## src/include/rxqt_pkg.sv

```systemverilog
/*
 * rxqt_pkg: constants, register map, field layout and types for the
 * receive quality and timeout block.
 * Assumes a 20 MHz system clock and an APB master with 32-bit data.
 */
`default_nettype none
package rxqt_pkg;
    // ------------------------------------------------------------
    // clock and timing
    // ------------------------------------------------------------
    localparam int unsigned CLK_NS = 50;
    localparam int unsigned TICK_NS = 1000;                 // timer unit, 1 us
    localparam int unsigned TICK_CYC = (TICK_NS + CLK_NS - 1) / CLK_NS;
    localparam int unsigned DCLK_LOW_NS = 250;              // data clock low time
    localparam int unsigned DCLK_LOW_CYC = (DCLK_LOW_NS + CLK_NS - 1) / CLK_NS;
    localparam longint unsigned FDIG_HZ = 64'd20000000;
    // ------------------------------------------------------------
    // intermediate frequency arithmetic
    // ------------------------------------------------------------
    localparam longint unsigned IF_DIV = 64'd12;
    localparam longint unsigned IF_BASE = 64'd100;
    localparam int unsigned IF_SHIFT = 11;
    // ------------------------------------------------------------
    // quality indicator constants
    // ------------------------------------------------------------
    localparam logic [8:0] LEVEL_DBM_OFS = 9'h092;        // code 0 is -146 dBm
    localparam logic [8:0] CS_HYST = 9'h003;
    localparam logic [7:0] CS_DYN_STEP = 8'h06;
    localparam logic [7:0] PQI_INC = 8'h01;
    localparam logic [7:0] PQI_DEC = 8'h04;
    localparam logic [7:0] PQI_MAX = 8'hff;
    // ------------------------------------------------------------
    // register map (byte addresses) and reset values
    // ------------------------------------------------------------
    localparam logic [7:0] A_CTRL = 8'h00;
    localparam logic [7:0] A_THRESH = 8'h04;
    localparam logic [7:0] A_TIMER = 8'h08;
    localparam logic [7:0] A_IFOFS = 8'h0c;
    localparam logic [7:0] A_LEVEL = 8'h10;
    localparam logic [7:0] A_STATUS = 8'h14;
    localparam logic [7:0] A_IF_ANA = 8'h18;
    localparam logic [7:0] A_IF_DIG = 8'h1c;
    localparam logic [5:0] SYNC_WORD_LENGTH_RST = 6'h20;
    localparam logic [15:0] TIMER_RST = 16'h0000;
    // status bit positions, ST_PV to ST_OVF write one to clear, ST_CS follows carrier detect
    localparam int unsigned ST_CS = 0;
    localparam int unsigned ST_PV = 1;
    localparam int unsigned ST_SV = 2;
    localparam int unsigned ST_TO = 3;
    localparam int unsigned ST_OVF = 4;
    // ------------------------------------------------------------
    // types
    // ------------------------------------------------------------
    typedef enum logic [1:0] {
        TMR_IDLE = 2'b00,
        TMR_RUN = 2'b01,
        TMR_HALT = 2'b10,
        TMR_NEVER = 2'b11
    } rxqt_tmr_e;
    typedef enum logic [1:0] {
        DM_PACKET = 2'b00,
        DM_FIFO = 2'b01,
        DM_GPIO = 2'b10
    } rxqt_dmode_e;
    // demodulator side inputs, all on the system clock
    typedef struct packed {
        logic [7:0] level;        // level filter output
        logic level_valid;
        logic bit_valid;
        logic bit_val;
        logic [5:0] corr;         // sync correlation
        logic corr_sec;           // correlation is for secondary word
        logic corr_valid;
        logic sync_done;          // end of sync word detection
    } rxqt_demod_s;
endpackage
`default_nettype wire

```

## src/rtl/rxqt_core.sv

```systemverilog
/*
 * rxqt_core: receive quality indicators, rx timer with stop logic,
 * raw receive data modes and IF offset registers behind an APB slave.
 * Assumes demodulator inputs are synchronous to clk_sys_in.
 */
// Behaviour
// IF equals reference/12 times (offset+100) over 2^11, analog and digital.
// rx timer stop is a configurable AND/OR of sync, carrier and preamble.
// timer expiry aborts reception and discards the packet.
// select 0 with no masks: timeout never expires.
// select 1 with no masks: timer runs from rx entry and expires.
// one mask stops on that indicator alone; sync mask is the default.
// several masks with select 0 need all indicators together.
// several masks with select 1 need any one indicator.
// host keeps sync check in the stop set or leaves rx by abort.
// fifo mode writes raw bytes to the rx fifo; host avoids overflow.
// gpio mode drives raw bits with data clock, updated on falling edge.
// signal level is unsigned 1 dB code, dBm is code minus 146.
// captured level latches at sync end, abort command or timeout.
// running level follows the filter; host may stream it over spi.
// static mode asserts above threshold, releases 3 dB below it.
// dynamic modes need a 6, 12 or 18 dB rise, release on equal fall.
// carrier detect starts frequency and timing tracking and feeds lbt.
// preamble count up 1 per inversion, down 4 per repetition, peak kept.
// preamble valid once peak passes four times its threshold.
// sync valid once peak reaches length minus twice threshold.
// peak correlation in low six bits, bit 6 marks secondary word.
// once stop condition holds, the timer halts for that packet.
`timescale 1ns/1ps
`default_nettype none
module rxqt_core #(
    parameter longint unsigned XO_HZ = 64'd50000000
) (
    input wire logic clk_sys_in,
    input wire logic arst_n_in,
    input wire logic [7:0] paddr_in,
    input wire logic psel_in,
    input wire logic penable_in,
    input wire logic pwrite_in,
    input wire logic [31:0] pwdata_in,
    output logic [31:0] prdata_out,
    output logic pready_out,
    output logic pslverr_out,
    input wire logic rx_active_in,
    input wire logic abort_command_in,
    input wire rxqt_pkg::rxqt_demod_s demod_in,
    input wire logic fifo_full_in,
    output logic fifo_wr_out,
    output logic [7:0] fifo_data_out,
    output logic gpio_data_out,
    output logic gpio_clk_out,
    output logic carrier_detect_out,
    output logic track_start_out,
    output logic preamble_valid_out,
    output logic sync_valid_out,
    output logic rx_timeout_abort_out,
    output logic [7:0] analog_if_offset_out,
    output logic [7:0] digital_if_offset_out
);
    // ------------------------------------------------------------
    // state
    // ------------------------------------------------------------
    typedef struct packed {
        logic and_or;
        logic cs_m;
        logic sqi_m;
        logic pqi_m;
        logic [1:0] cs_mode;
        logic sync_quality_check_enable;
        logic [1:0] dmode;
        logic [7:0] level_th;
        logic [3:0] preamble_quality_threshold;
        logic [2:0] sync_quality_threshold;
        logic [5:0] sync_word_length;
        logic [15:0] dur;
        logic [7:0] if_ana;
        logic [7:0] if_dig;
        logic [31:0] prdata;
        logic rx_d;
        logic cs;
        logic [7:0] cs_ref;
        logic track;
        logic last_bit;
        logic [7:0] pqi_cnt;
        logic [7:0] pqi_peak;
        logic pv;
        logic [5:0] sqi_peak;
        logic sqi_sec;
        logic sv;
        logic [4:0] st;
        logic [7:0] cap_level;
        rxqt_pkg::rxqt_tmr_e tmr;
        logic [4:0] tick_cnt;
        logic [15:0] tmr_cnt;
        logic abort;
        logic [7:0] sh;
        logic [2:0] sh_cnt;
        logic fifo_wr;
        logic [7:0] fifo_data;
        logic gdata;
        logic gclk;
        logic [2:0] gcnt;
    } rxqt_state_s;

    rxqt_state_s q, d;
    logic [1:0] rst_sync_q;
    logic rst_n;
    logic rx_rise, tick, any_mask, stop_cond;
    logic [31:0] if_ana_hz, if_dig_hz;
    logic [6:0] sqi_need;

    // ------------------------------------------------------------
    // reset release
    // ------------------------------------------------------------
    // two-stage release of the async reset
    always_ff @(posedge clk_sys_in or negedge arst_n_in) begin
        if (!arst_n_in) begin
            rst_sync_q <= 2'b00;
        end else begin
            rst_sync_q <= {rst_sync_q[0], 1'b1};
        end
    end
    assign rst_n = rst_sync_q[1];

    // ------------------------------------------------------------
    // derived terms
    // ------------------------------------------------------------
    // intermediate frequency in hertz
    assign if_ana_hz = 32'((XO_HZ * (64'(q.if_ana) + rxqt_pkg::IF_BASE))
        / (rxqt_pkg::IF_DIV << rxqt_pkg::IF_SHIFT));
    assign if_dig_hz = 32'((rxqt_pkg::FDIG_HZ * (64'(q.if_dig) + rxqt_pkg::IF_BASE))
        / (rxqt_pkg::IF_DIV << rxqt_pkg::IF_SHIFT));
    assign rx_rise = rx_active_in & ~q.rx_d;
    assign tick = (q.tick_cnt == 5'd0);
    assign any_mask = q.cs_m | q.sqi_m | q.pqi_m;
    // and of selected terms or or of selected terms
    assign stop_cond = any_mask & (q.and_or
        ? ((q.cs_m & q.cs) | (q.sqi_m & q.sv) | (q.pqi_m & q.pv))
        : ((~q.cs_m | q.cs) & (~q.sqi_m | q.sv) & (~q.pqi_m | q.pv)));
    // sync length minus twice the threshold
    assign sqi_need = {1'b0, q.sync_word_length} - {3'b000, q.sync_quality_threshold, 1'b0};

    // ------------------------------------------------------------
    // next state
    // ------------------------------------------------------------
    always_comb begin
        logic [8:0] lvl;
        logic [8:0] step;
        logic [7:0] cnt;
        d = q;
        lvl = {1'b0, demod_in.level};
        step = {1'b0, 8'(q.cs_mode * rxqt_pkg::CS_DYN_STEP)};
        cnt = q.pqi_cnt;
        d.track = 1'b0;
        d.abort = 1'b0;
        d.fifo_wr = 1'b0;
        d.rx_d = rx_active_in;
        d.tick_cnt = tick ? 5'(rxqt_pkg::TICK_CYC - 1) : q.tick_cnt - 5'd1;
        // apb read data captured in the setup cycle
        if (psel_in && !penable_in) begin
            if (paddr_in == rxqt_pkg::A_CTRL) begin
                d.prdata = {23'h0, q.dmode, q.sync_quality_check_enable, q.cs_mode, q.pqi_m, q.sqi_m,
                    q.cs_m, q.and_or};
            end else if (paddr_in == rxqt_pkg::A_THRESH) begin
                d.prdata = {10'h0, q.sync_word_length, 1'b0, q.sync_quality_threshold, q.preamble_quality_threshold, q.level_th};
            end else if (paddr_in == rxqt_pkg::A_TIMER) begin
                d.prdata = {16'h0, q.dur};
            end else if (paddr_in == rxqt_pkg::A_IFOFS) begin
                d.prdata = {16'h0, q.if_dig, q.if_ana};
            end else if (paddr_in == rxqt_pkg::A_LEVEL) begin
                // running level taken straight from the filter
                d.prdata = {1'b0, q.sqi_sec, q.sqi_peak[5:0], q.pqi_peak,
                    demod_in.level, q.cap_level};
            end else if (paddr_in == rxqt_pkg::A_STATUS) begin
                d.prdata = {25'h0, q.tmr, q.st};
            end else if (paddr_in == rxqt_pkg::A_IF_ANA) begin
                d.prdata = if_ana_hz;
            end else if (paddr_in == rxqt_pkg::A_IF_DIG) begin
                d.prdata = if_dig_hz;
            end else begin
                d.prdata = 32'h0;
            end
        end
        // apb writes in the access phase
        if (psel_in && penable_in && pwrite_in) begin
            if (paddr_in == rxqt_pkg::A_CTRL) begin
                {d.dmode, d.sync_quality_check_enable, d.cs_mode, d.pqi_m, d.sqi_m, d.cs_m, d.and_or} =
                    pwdata_in[8:0];
            end else if (paddr_in == rxqt_pkg::A_THRESH) begin
                d.level_th = pwdata_in[7:0];
                d.preamble_quality_threshold = pwdata_in[11:8];
                d.sync_quality_threshold = pwdata_in[14:12];
                d.sync_word_length = pwdata_in[21:16];
            end else if (paddr_in == rxqt_pkg::A_TIMER) begin
                d.dur = pwdata_in[15:0];
            end else if (paddr_in == rxqt_pkg::A_IFOFS) begin
                d.if_ana = pwdata_in[7:0];
                d.if_dig = pwdata_in[15:8];
            end else if (paddr_in == rxqt_pkg::A_STATUS) begin
                d.st[4:1] = q.st[4:1] & ~pwdata_in[4:1];
            end
        end
        // new reception clears per-packet indicators
        if (rx_rise) begin
            d.pqi_cnt = 8'h0;
            d.pqi_peak = 8'h0;
            d.pv = 1'b0;
            d.sqi_peak = 6'h0;
            d.sqi_sec = 1'b0;
            d.sv = 1'b0;
            d.sh_cnt = 3'd0;
        end
        // carrier detect, static and dynamic
        if (demod_in.level_valid) begin
            if (q.cs_mode == 2'd0) begin
                if (!q.cs && lvl > {1'b0, q.level_th}) begin
                    d.cs = 1'b1;
                end else if (q.cs && lvl + rxqt_pkg::CS_HYST <= {1'b0, q.level_th}) begin
                    d.cs = 1'b0;
                end
            end else if (!q.cs) begin
                d.cs_ref = (demod_in.level < q.cs_ref) ? demod_in.level : q.cs_ref;
                if (lvl > {1'b0, q.level_th} && lvl >= {1'b0, q.cs_ref} + step) begin
                    d.cs = 1'b1;
                    d.cs_ref = demod_in.level;
                end
            end else begin
                d.cs_ref = (demod_in.level > q.cs_ref) ? demod_in.level : q.cs_ref;
                if (lvl + step <= {1'b0, q.cs_ref}) begin
                    d.cs = 1'b0;
                    d.cs_ref = demod_in.level;
                end
            end
        end
        d.track = d.cs & ~q.cs;                 // tracking start
        d.st[rxqt_pkg::ST_CS] = d.cs;
        // preamble quality count and peak
        if (demod_in.bit_valid && rx_active_in) begin
            d.last_bit = demod_in.bit_val;
            // works on the cleared values when a bit lands on rx entry
            if (demod_in.bit_val != q.last_bit) begin
                cnt = (d.pqi_cnt == rxqt_pkg::PQI_MAX) ? d.pqi_cnt
                    : d.pqi_cnt + rxqt_pkg::PQI_INC;
            end else begin
                cnt = (d.pqi_cnt >= rxqt_pkg::PQI_DEC) ? d.pqi_cnt - rxqt_pkg::PQI_DEC
                    : 8'h0;
            end
            d.pqi_cnt = cnt;
            if (cnt > d.pqi_peak) begin
                d.pqi_peak = cnt;
            end
            if (!d.pv && d.pqi_peak > {2'b00, q.preamble_quality_threshold, 2'b00}) begin
                d.pv = 1'b1;
                d.st[rxqt_pkg::ST_PV] = 1'b1;
            end
        end
        // sync correlation peak
        if (demod_in.corr_valid && rx_active_in && q.sync_quality_check_enable) begin
            if (demod_in.corr > d.sqi_peak) begin
                d.sqi_peak = demod_in.corr;
                d.sqi_sec = demod_in.corr_sec;
            end
            if (!d.sv && {1'b0, demod_in.corr} >= sqi_need) begin
                d.sv = 1'b1;
                d.st[rxqt_pkg::ST_SV] = 1'b1;
            end
        end
        // level capture at sync end or abort command
        if (demod_in.sync_done || abort_command_in) begin
            d.cap_level = demod_in.level;
        end
        // rx timer
        case (q.tmr)
            rxqt_pkg::TMR_IDLE: begin
                if (rx_rise) begin
                    d.tmr = (!any_mask && !q.and_or) ? rxqt_pkg::TMR_NEVER : rxqt_pkg::TMR_RUN;
                    d.tmr_cnt = q.dur;
                end
            end
            rxqt_pkg::TMR_RUN: begin
                if (!rx_active_in || abort_command_in) begin
                    d.tmr = rxqt_pkg::TMR_IDLE;
                end else if (stop_cond) begin
                    d.tmr = rxqt_pkg::TMR_HALT;
                end else if (tick) begin
                    if (q.tmr_cnt == 16'h0) begin
                        // expiry aborts and discards
                        d.tmr = rxqt_pkg::TMR_IDLE;
                        d.abort = 1'b1;
                        d.cap_level = demod_in.level;
                        d.st[rxqt_pkg::ST_TO] = 1'b1;
                    end else begin
                        d.tmr_cnt = q.tmr_cnt - 16'h1;
                    end
                end
            end
            default: begin
                if (!rx_active_in) begin
                    d.tmr = rxqt_pkg::TMR_IDLE;
                end
            end
        endcase
        // raw bytes into the rx fifo, msb first
        if (q.dmode == rxqt_pkg::DM_FIFO && rx_active_in && demod_in.bit_valid) begin
            d.sh = {q.sh[6:0], demod_in.bit_val};
            d.sh_cnt = d.sh_cnt + 3'd1;
            if (d.sh_cnt == 3'd0) begin
                d.fifo_wr = 1'b1;
                d.fifo_data = {q.sh[6:0], demod_in.bit_val};
                if (fifo_full_in) begin
                    d.st[rxqt_pkg::ST_OVF] = 1'b1;
                end
            end
        end
        // raw bits on gpio, data changes with the falling clock
        if (q.dmode == rxqt_pkg::DM_GPIO && rx_active_in && demod_in.bit_valid) begin
            d.gclk = 1'b0;
            d.gdata = demod_in.bit_val;
            d.gcnt = 3'(rxqt_pkg::DCLK_LOW_CYC - 1);
        end else if (!q.gclk) begin
            if (q.gcnt == 3'd0) begin
                d.gclk = 1'b1;
            end else begin
                d.gcnt = q.gcnt - 3'd1;
            end
        end
    end

    // ------------------------------------------------------------
    // state register
    // ------------------------------------------------------------
    // sync-released reset gives every field a constant
    always_ff @(posedge clk_sys_in or negedge rst_n) begin
        if (!rst_n) begin
            q <= '0;
            q.sqi_m <= 1'b1;                    // sync mask alone
            q.sync_quality_check_enable <= 1'b1;
            q.sync_word_length <= rxqt_pkg::SYNC_WORD_LENGTH_RST;
            q.dur <= rxqt_pkg::TIMER_RST;
            q.tmr <= rxqt_pkg::TMR_IDLE;
            q.gclk <= 1'b1;
        end else begin
            q <= d;
        end
    end

    // ------------------------------------------------------------
    // outputs
    // ------------------------------------------------------------
    // two-cycle apb transfer, write and read answer in the access phase
    assign pready_out = psel_in & penable_in;
    assign pslverr_out = psel_in & penable_in & (paddr_in[1:0] != 2'b00 ||
        paddr_in > rxqt_pkg::A_IF_DIG);
    assign prdata_out = q.prdata;
    assign fifo_wr_out = q.fifo_wr;
    assign fifo_data_out = q.fifo_data;
    assign gpio_data_out = q.gdata;
    assign gpio_clk_out = q.gclk;
    assign carrier_detect_out = q.cs;
    assign track_start_out = q.track;
    assign preamble_valid_out = q.pv;
    assign sync_valid_out = q.sv;
    assign rx_timeout_abort_out = q.abort;
    assign analog_if_offset_out = q.if_ana;
    assign digital_if_offset_out = q.if_dig;
endmodule
`default_nettype wire

```

## config.mk

```make
export PLATFORM = sky130hd
export DESIGN_NAME = rxqt_core
export DESIGN_NICKNAME = d
export VERILOG_FILES = /design/src/include/rxqt_pkg.sv /design/src/rtl/rxqt_core.sv
export SDC_FILE = /design/constraint.sdc
export NUM_CORES = 1
export LEC_CHECK = 0
export BUFFER_PORTS_ARGS = -buffer_cell sky130_fd_sc_hd__buf_4
export CAP_MARGIN = 10
export CORE_MARGIN = 3
export CORE_UTILIZATION = 46
export DETAILED_ROUTE_END_ITERATION = 10
export PLACE_DENSITY = 0.71
export SLEW_MARGIN = 15
export SYNTH_ARGS = -nofsm -noshare
export SYNTH_HDL_FRONTEND = slang
export SYNTH_SLANG_ARGS = --single-unit
```

## constraint.sdc

```tcl
create_clock -name clk_sys_in -period 8.28 [get_ports clk_sys_in]
set_input_delay 0.414 -clock clk_sys_in [delete_from_list [all_inputs] [get_ports clk_sys_in]]
set_output_delay 0.414 -clock clk_sys_in [all_outputs]
set_load 0.1 [all_outputs]
```

# ---- Word-level counts from Yosys, hierarchy flattened
# Cells that the tools add are included.
dict set report op_classes {
  add_sub_neg 12
  multipliers 3
  div_mod_pow 2
  order_cmp 12
  n_eq_ne 23
  shift 0
  muxes 77
  bitwise 28
  reduce_logical 45
}
# op count
set ops {}
lappend ops {{32-bit 2-to-1 mux} 8}
lappend ops {{64-bit by 15-bit divider with 64-bit output (second input constant)} 2}
lappend ops {{8-bit 2-to-1 mux} 14}
lappend ops {{17-bit 2-to-1 mux} 4}
lappend ops {{9-bit 2-to-1 mux} 5}
lappend ops {{8-bit by 5-bit equality test with 1-bit output (second input constant)} 4}
lappend ops {{16-bit 2-to-1 mux} 2}
lappend ops {{4-bit 2-to-1 mux} 8}
lappend ops {{16-bit case mux with 2 select lines} 1}
lappend ops {{19-bit by 9-bit multiplier with 28-bit output (first input constant)} 1}
lappend ops {{17-bit by 9-bit multiplier with 26-bit output (first input constant)} 1}
lappend ops {{25-bit 2-to-1 mux} 1}
lappend ops {{8-bit > comparator} 3}
lappend ops {{1-bit 2-to-1 mux} 21}
lappend ops {{10-bit 2-to-1 mux} 2}
lappend ops {{8-bit by 5-bit adder with 9-bit output} 2}
lappend ops {{8-bit by 7-bit adder with 9-bit output (second input constant)} 2}
lappend ops {{9-bit by 8-bit <= comparator with 1-bit output} 2}
lappend ops {{8-bit by 4-bit equality test with 1-bit output (second input constant)} 2}
lappend ops {{1-bit logical AND} 16}
lappend ops {{16-bit logical NOT} 1}
lappend ops {{16-bit by 1-bit subtractor with 16-bit output (second input constant)} 1}
lappend ops {{12-bit 2-to-1 mux} 1}
lappend ops {{2-bit != test (second input constant)} 6}
lappend ops {{46 further kinds} 92}
dict set report totals {
  register_bits 194
  latchBits 0
  ram_bits 0
  rom_bits 0
  output_inout_bits 66
  n_memories 0
}

# ---- Depth between registers and ports, before layout
# Gate-level depths: netlist of the first run.
dict set report depth {
  depth_word 14
  depth_mapped 42
}

# ---- Least setup slack after synthesis of the first run
# No wires, ideal clock.
dict set report synth_timing {
  kind {reg2reg}
  startpoint {register q (netlist bit analog_if_offset_out[2])}
  endpoint {register q (netlist bit prdata_out[0])}
  setup_time_ns 0.133
  t_arrival_ns 10.081
  t_required_ns 8.147
  path_slack_ns -1.934
  stages_incl_launch_ff 39
  period_less_slack_ns 10.214
  cell_sequence {dfrtp_1 > ha_1 > a21oi_1 > a21boi_0 > fa_1 > fa_1 > inv_1 > fa_1 > fa_1 > inv_1 > ha_1 > buf_2 > a2111o_1 > o2111a_1 > a211oi_2 > and4_1 > and4_1 > buf_4 > (+3 left out) > o32ai_1 > or2_1 > buf_6 > a211o_1 > or3_1 > buf_6 > nand2_1 > mux2_2 > a221o_1 > buf_4 > a22oi_2 > o221ai_2 > or3_4 > a2111o_1 > nand3_2 > mux2i_1 > a2111oi_1 > a21oi_1}
}
dict set report synth_between {
  elab_chain_cells 10
}
# item line_no
set synth_lines {}
lappend synth_lines {{from (decl)} rxqt_core.sv:105} ;# rxqt_state_s q, d;
lappend synth_lines {{8-bit by 7-bit adder with 9-bit output} rxqt_core.sv:129} ;# assign if_ana_hz = 32'((XO_HZ * (64'(q.if_ana) + rxqt_pkg::IF_BASE))
lappend synth_lines {{19-bit by 9-bit multiplier with 28-bit output} rxqt_core.sv:129}
lappend synth_lines {{64-bit by 15-bit divider with 64-bit output} rxqt_core.sv:130} ;# / (rxqt_pkg::IF_DIV << rxqt_pkg::IF_SHIFT));
lappend synth_lines {{32-bit 2-to-1 mux} rxqt_core.sv:176} ;# end else if (paddr_in == rxqt_pkg::A_IF_ANA) begin
lappend synth_lines {{32-bit 2-to-1 mux} rxqt_core.sv:174} ;# end else if (paddr_in == rxqt_pkg::A_STATUS) begin
lappend synth_lines {{32-bit 2-to-1 mux} rxqt_core.sv:170} ;# end else if (paddr_in == rxqt_pkg::A_LEVEL) begin
lappend synth_lines {{32-bit 2-to-1 mux} rxqt_core.sv:168} ;# end else if (paddr_in == rxqt_pkg::A_IFOFS) begin
lappend synth_lines {{32-bit 2-to-1 mux} rxqt_core.sv:166} ;# end else if (paddr_in == rxqt_pkg::A_TIMER) begin
lappend synth_lines {{32-bit 2-to-1 mux} rxqt_core.sv:164} ;# end else if (paddr_in == rxqt_pkg::A_THRESH) begin
lappend synth_lines {{32-bit 2-to-1 mux} rxqt_core.sv:161} ;# if (paddr_in == rxqt_pkg::A_CTRL) begin
# No other way between the ends.
# A chain may end at the register's enable or synchronous reset.

# ---- Worst setup path in the final report of the first run
dict set report layout_timing {
  startpoint {register q (netlist bit analog_if_offset_out[2])}
  endpoint {register q (netlist bit prdata_out[1])}
}
# Same word-level chain as after synthesis.

==> results of run 1 <==
## per-stage QoR
stage	cell area, um2	hold slack [ns]	power (mW)
after detailed placement	26700	0.198	8.90
after global routing	29400	0.147	12.9
final	29400	0.158	12.2
after floorplan	22200	0.118	6.08
after CTS	28700	0.139	11.2
after global placement	26700	0.197	8.72
## registers in the layout, summed over array words and instances, names as in the netlist, 2 cells and up
signal,count
q,128
prdata_out,31
analog_if_offset_out,8
digital_if_offset_out,8
fifo_data_out,8
rst_sync_q,2
## routing by layer
| metal | vias to the layer above | track usage (%) | share of wire (%) |
|---|---|---|---|
| met5 | - | 0 | 0.026 |
| li1 | 10600 | - | - |
| met2 | 934 | 48.1 | 48 |
| met1 | 11000 | 36.1 | 41 |
| met4 | 2 | 9.86 | 3.9 |
| met3 | 188 | 4.88 | 7.2 |
## cells by family after synthesis
| family | Yosys count |
|---|---|
| compound gates | 734 |
| other cells | 2 |
| xor+xnor | 96 |
| fa+ha+maj | 297 |
| buf+inv | 418 |
| simple gates | 801 |
| mux | 118 |
| flops | 192 |
## worst paths after layout
path	cells past startpoint	endpoint	start	slack (ns)
max in group asynchronous	1	digital_if_offset_out[3]$_DFFE_PN0P_	rst_sync_q[1]$_DFF_PN0_	6.38
max	42	prdata_out[1]$_DFFE_PN0P_	analog_if_offset_out[2]$_DFFE_PN0P_	-1.42
max reg2reg	42	prdata_out[1]$_DFFE_PN0P_	analog_if_offset_out[2]$_DFFE_PN0P_	-1.42
min reg2reg	0	rst_sync_q[1]$_DFF_PN0_	rst_sync_q[0]$_DFF_PN0_	0.35
min in group asynchronous	2	rst_sync_q[1]$_DFF_PN0_	arst_n_in	0.30
min	1	q[98]$_DFF_PN0_	rx_active_in	0.16
## placed cells by master (no fill, tap or decap), drive strengths merged, types with 32 or more instances in the layout
master and n:
a21oi 161, buf 687, dfrtp 188, fa 77, ha 218, inv 257
mux2 96, nand2 245, nand2b 36, nand3 76, nand4 32, nor2 184
nor3 63, o21ai 201, xnor2 63, xor2 33
## layout make-up
cell class	count	area, um2	share of cell area [%]
timing repair buffer	688	5280	17.9
tap	607	759	2.58
sequential	192	4820	16.4
multi-input combinational	2049	17000	57.8
clock inverter	14	183	0.621
antenna	1	2.50	0.00851
inverter	253	950	3.23
clock buffer	18	429	1.46
## repair_timing
item	4_1_cts	5_1_grt
cloned	2	0
setup buffers	59	21
hold buffers	1	0
setup endpoints to repair	14	14
pin swaps	123	77
resized for setup	207	94
hold endpoints to repair	2	0
## power breakdown
group          internal (mW)  switching [mW]
registers              0.996          0.0696
logic                   4.89            5.34
clock network          0.483           0.396
total                   6.37            5.81
## worst max-delay path: cells and delay by family (launching register included)
| kind | cells | cell delay (ns) |
|---|---|---|
| compound gates | 17 | 3.37 |
| fa+ha+maj | 6 | 2.53 |
| simple gates | 8 | 1.73 |
| buf+inv | 10 | 1.22 |
| flops | 1 | 0.45 |
| mux | 1 | 0.26 |
==> impl_metrics.ini, run 1 <==
[route]
first_iter_violations = 2015
vias = 22700
drtPass1Iterations = 6
wl_um = 74100
drc_errors = 0
wl_per_cell_um = 19.4
drtAntennaViolNets = 0
via_per_inst = 5.95

[layout]
layout.nets = 3564
finalNonFillerCells = 3822
drive_gt1_share_pct = 34.2
fillers = 3786
area_delta_synth_final_pct = 33.4
utilization_pct = 62.6

[yosys]
synth_area_um2 = 22100
synthDistinctLibCells = 114
async_flop_share_pct = 100
seq_area_frac_synth_pct = 21.8
synth_compound_area_share_pct = 22.7
syn_inst = 2658
synth_flop_cell = dfrtp_1
synth.most_common_cell = inv_1
synth_top_area_share_pct = 21.3
ys_warn_count = 0
synth_area_leader_cell = dfrtp_1
synthXorXnorAreaFrac_pct = 3.97
synth_edf_count = 0
synth_top_family_by_area = compound AO/OA/AOI/OAI gates
synth_commonest_cells = inv_1, nand2_1, ha_1
synth_seq_cells = 192
synth_fp_nets = 3021
yosys.area_share.simple_pct = 17.8
synth_fa_ha_area_share_pct = 19.4
syn_avg_cell_area_um2 = 8.30
muxShareOfSynthArea_pct = 5.90
synth.area.top_cells = dfrtp_1, ha_1, fa_1

[placed_design]
place_congestion = 0.974
hpwl_um = 56600
io_buffers = 122
place_ws_ns = -1.96
dp_cells = 3711

[global_routing]
grt_pass1_vias = 22400
grt_max_degree = 69
grt_antenna_before_repair = 2
grt.overflow.total = 0
grt_usage_pct = 28.2
grt_pass1_wl_um = 116000

[timing]
setup_viol = 12
final.setup.tns_ns = -9.36
drv_slew = 0
rsz0062_at_grt = yes
clock_skew_ns = 0.0147
min_period_ns = 9.70
tightest_slew_ns = 1.32
hold_violations = 0
min_period_over_period_pct = 117
fmax_ghz = 0.103
relSlewSlack_pct = 11.5
setup_ws_ns = -1.42

[floorplanning]
die_y_um = 225
die-area_um2 = 50600
core-area_um2 = 47000
die_x_um = 225
start_util_pct = 47.0
ioPinCount = 134
num_rows = 79

[worst_setup_path]
cp_slowest_stage_delay_ns = 0.61
crit_path_start_kind = register
critical_path_class = register to register
required_ns = 8.60
cp_max_fo = 7
slowest_stage = fa_2
worstPathArrival_ns = 10.02
crit_path_end_kind = register

[outcome]
status = finished, violations left
failed_checks = negative setup slack

[power]
vdd_drop_max_v = 0.000449
p_leak_nw = 13.9
power.density_nw_per_um2 = 414

[clock_tree]
cts_made_buffers = 17
clock_path_buffers = 2
clk_latency_ns = 0.44
path_clk_slew_ns = 0.07
cts_root_buffer = clkbuf_16
ctsHtreeMaxLevel = 4
cts_sinks = 192
cts_tree = yes

[run]
max_cap_viol_count = 0

[min_path]
holdCritPathClass = input port to register
(Power assumes the default switching activity.)
==> inputs of run 2 (changes only) <==
--- a/config.mk
+++ b/config.mk
@@ -10,6 +10,7 @@
 export CORE_MARGIN = 3
 export CORE_UTILIZATION = 46
 export DETAILED_ROUTE_END_ITERATION = 10
+export MAX_ROUTING_LAYER = met4
 export PLACE_DENSITY = 0.71
 export SLEW_MARGIN = 15
 export SYNTH_ARGS = -nofsm -noshare
==> run 2 against run 1 <==
Net effect: the run ends with max-capacitance violations, negative setup slack left; worst setup slack lost 0.0051 ns; cell count shrank 0.65%; critical path depth shrank 2; count of clock-buffer cells in the layout grew 2; sequential share of layout area grew 0.22 points; total power shrank 1.5%; core utilization shrank 0.81 points; critical endpoint is now prdata_out[0]$_DFFE_PN0P_; first-iteration DRC count shrank 1.2%; via count shrank 0.67%.
==> impl_metrics.ini, run 2 (synthesis gave the netlist of run 1 again) <==
[outcome]
status = finished, violations left
failed_checks = max-capacitance violations, negative setup slack

[power]
power.density_nw_per_um2 = 413
vdd_drop_max_v = 0.000408
p_leak_nw = 13.7

[timing]
setup_ws_ns = -1.43
hold_violations = 0
min_period_over_period_pct = 117
setup_viol = 11
rsz0062_at_grt = yes
final.setup.tns_ns = -9.23
clock_skew_ns = 0.0131
drv_slew = 0
relSlewSlack_pct = 1.59
fmax_ghz = 0.103
min_period_ns = 9.71
tightest_slew_ns = 1.46

[worst_setup_path]
slowest_stage = fa_1
critical_path_class = register to register
required_ns = 8.60
worstPathArrival_ns = 10.02
crit_path_start_kind = register
crit_path_end_kind = register
cp_max_fo = 8
cp_slowest_stage_delay_ns = 0.55
cpMostUsedCell = buf_4

[global_routing]
grt.overflow.total = 0
grt_antenna_before_repair = 1
grt_usage_pct = 29.1
grt_pass1_wl_um = 116000
grt_pass1_vias = 22400
grt_max_degree = 67

[layout]
largest_reg_flops = 128
layout.nets = 3539
layout_common_cells = buf_4, inv_1, nand2_1
area_delta_synth_final_pct = 31.6
largest_register = q
final_common_cell = buf_4
drive_gt1_share_pct = 32.8
utilization_pct = 61.8

[floorplanning]
die-area_um2 = 50600
core-area_um2 = 47000
die_y_um = 225
ioPinCount = 134
num_rows = 79
die_x_um = 225
start_util_pct = 47.0

[clock_tree]
clock_path_buffers = 2
cts_tree = yes
cts_root_buffer = clkbuf_16
cts_made_buffers = 17
clk_latency_ns = 0.45
path_clk_slew_ns = 0.08
ctsHtreeMaxLevel = 4
cts_sinks = 192

[placed_design]
place_ws_ns = -2.06
hpwl_um = 56700
io_buffers = 122
place_congestion = 0.968

[route]
drc_errors = 0
wl_um = 73000
wl_per_cell_um = 19.2
drtAntennaViolNets = 0
drtPass1Iterations = 6
via_per_inst = 5.95
first_iter_violations = 1991
vias = 22600

[min_path]
holdCritPathClass = input port to register

[run]
max_cap_viol_count = 1
==> run 2: changes by cell type in the layout (fill, tap and decap cells not counted), sizes merged <==
cell    before  now
bufbuf       0    1
buf        687  662
clkinv       4    3
bufinv       3    0
a21oi      161  160
clkbuf      18   20
inv        257  259
==> run 2: report_power, final <==
| part | switching (mW) | internal (mW) | total (mW) |
|---|---|---|---|
| Combinational | 5.30 | 4.84 | 10.1 |
| Clock | 0.393 | 0.399 | 0.792 |
| Sequential | 0.0665 | 0.996 | 1.06 |
| Total | 5.76 | 6.24 | 12.0 |
==> run 2: path summary, 6_finish.rpt <==
kind / endpoint / cells past startpoint / startpoint / slack (ns)
max: prdata_out[0]$_DFFE_PN0P_ / 40 / analog_if_offset_out[2]$_DFFE_PN0P_ / -1.43
min: q[98]$_DFF_PN0_ / 1 / rx_active_in / 0.15
max reg2reg: prdata_out[0]$_DFFE_PN0P_ / 40 / analog_if_offset_out[2]$_DFFE_PN0P_ / -1.43
min reg2reg: rst_sync_q[1]$_DFF_PN0_ / 0 / rst_sync_q[0]$_DFF_PN0_ / 0.35
max in group asynchronous: digital_if_offset_out[3]$_DFFE_PN0P_ / 1 / rst_sync_q[1]$_DFF_PN0_ / 6.37
min in group asynchronous: rst_sync_q[1]$_DFF_PN0_ / 2 / arst_n_in / 0.28
==> run 2: layout make-up <==
type / count / area, um2
multi-input combinational: 2048 / 16900
clock inverter: 12 / 96.3
timing repair buffer: 664 / 5100
clock buffer: 20 / 447
tap: 607 / 759
sequential: 192 / 4820
antenna: 1 / 2.50
inverter: 253 / 950
fill: 3828 / 17900
==> run 2: critical path, delay by kind of cell, from the launching register on <==
kind | cells | cell delay, ns
AND/OR/NAND/NOR | 6 | 1.08
AO/OA/AOI/OAI | 17 | 3.82
buffers and inverters | 9 | 1.11
XOR/XNOR | 1 | 0.17
flip-flops | 1 | 0.45
adder cells (fa/ha/maj) | 6 | 2.67
multiplexers | 1 | 0.26
==> run 2: routing by layer <==
layer	track usage, %	wire [um]	vias up
li1	-	-	10500
met1	37.7	30800	10900
met2	47.3	34500	984
met3	3.39	4740	188
met4	10.6	2950	0
met5	-	0	-
==> run 2: repair_timing <==
action                                  CTS  global route
hold endpoints to repair                  2             0
endpoints found under the setup margin   14            14
pin swaps                               102            58
cloned                                    1             0
setup buffers                            38            22
hold buffers                              1             0
resized for setup                       161           103
==> run 2: metrics by stage <==
stage	total power, mW	cell area (um2)	cells	hold WS (ns)
2_1_floorplan	6.08	22200	2658	0.118
6_report	12.0	29000	3797	0.147
5_1_grt	12.8	29000	3797	0.139
3_3_place_gp	8.77	26700	3707	0.196
4_1_cts	10.9	28300	3777	0.137
3_5_place_dp	8.91	26700	3707	0.197
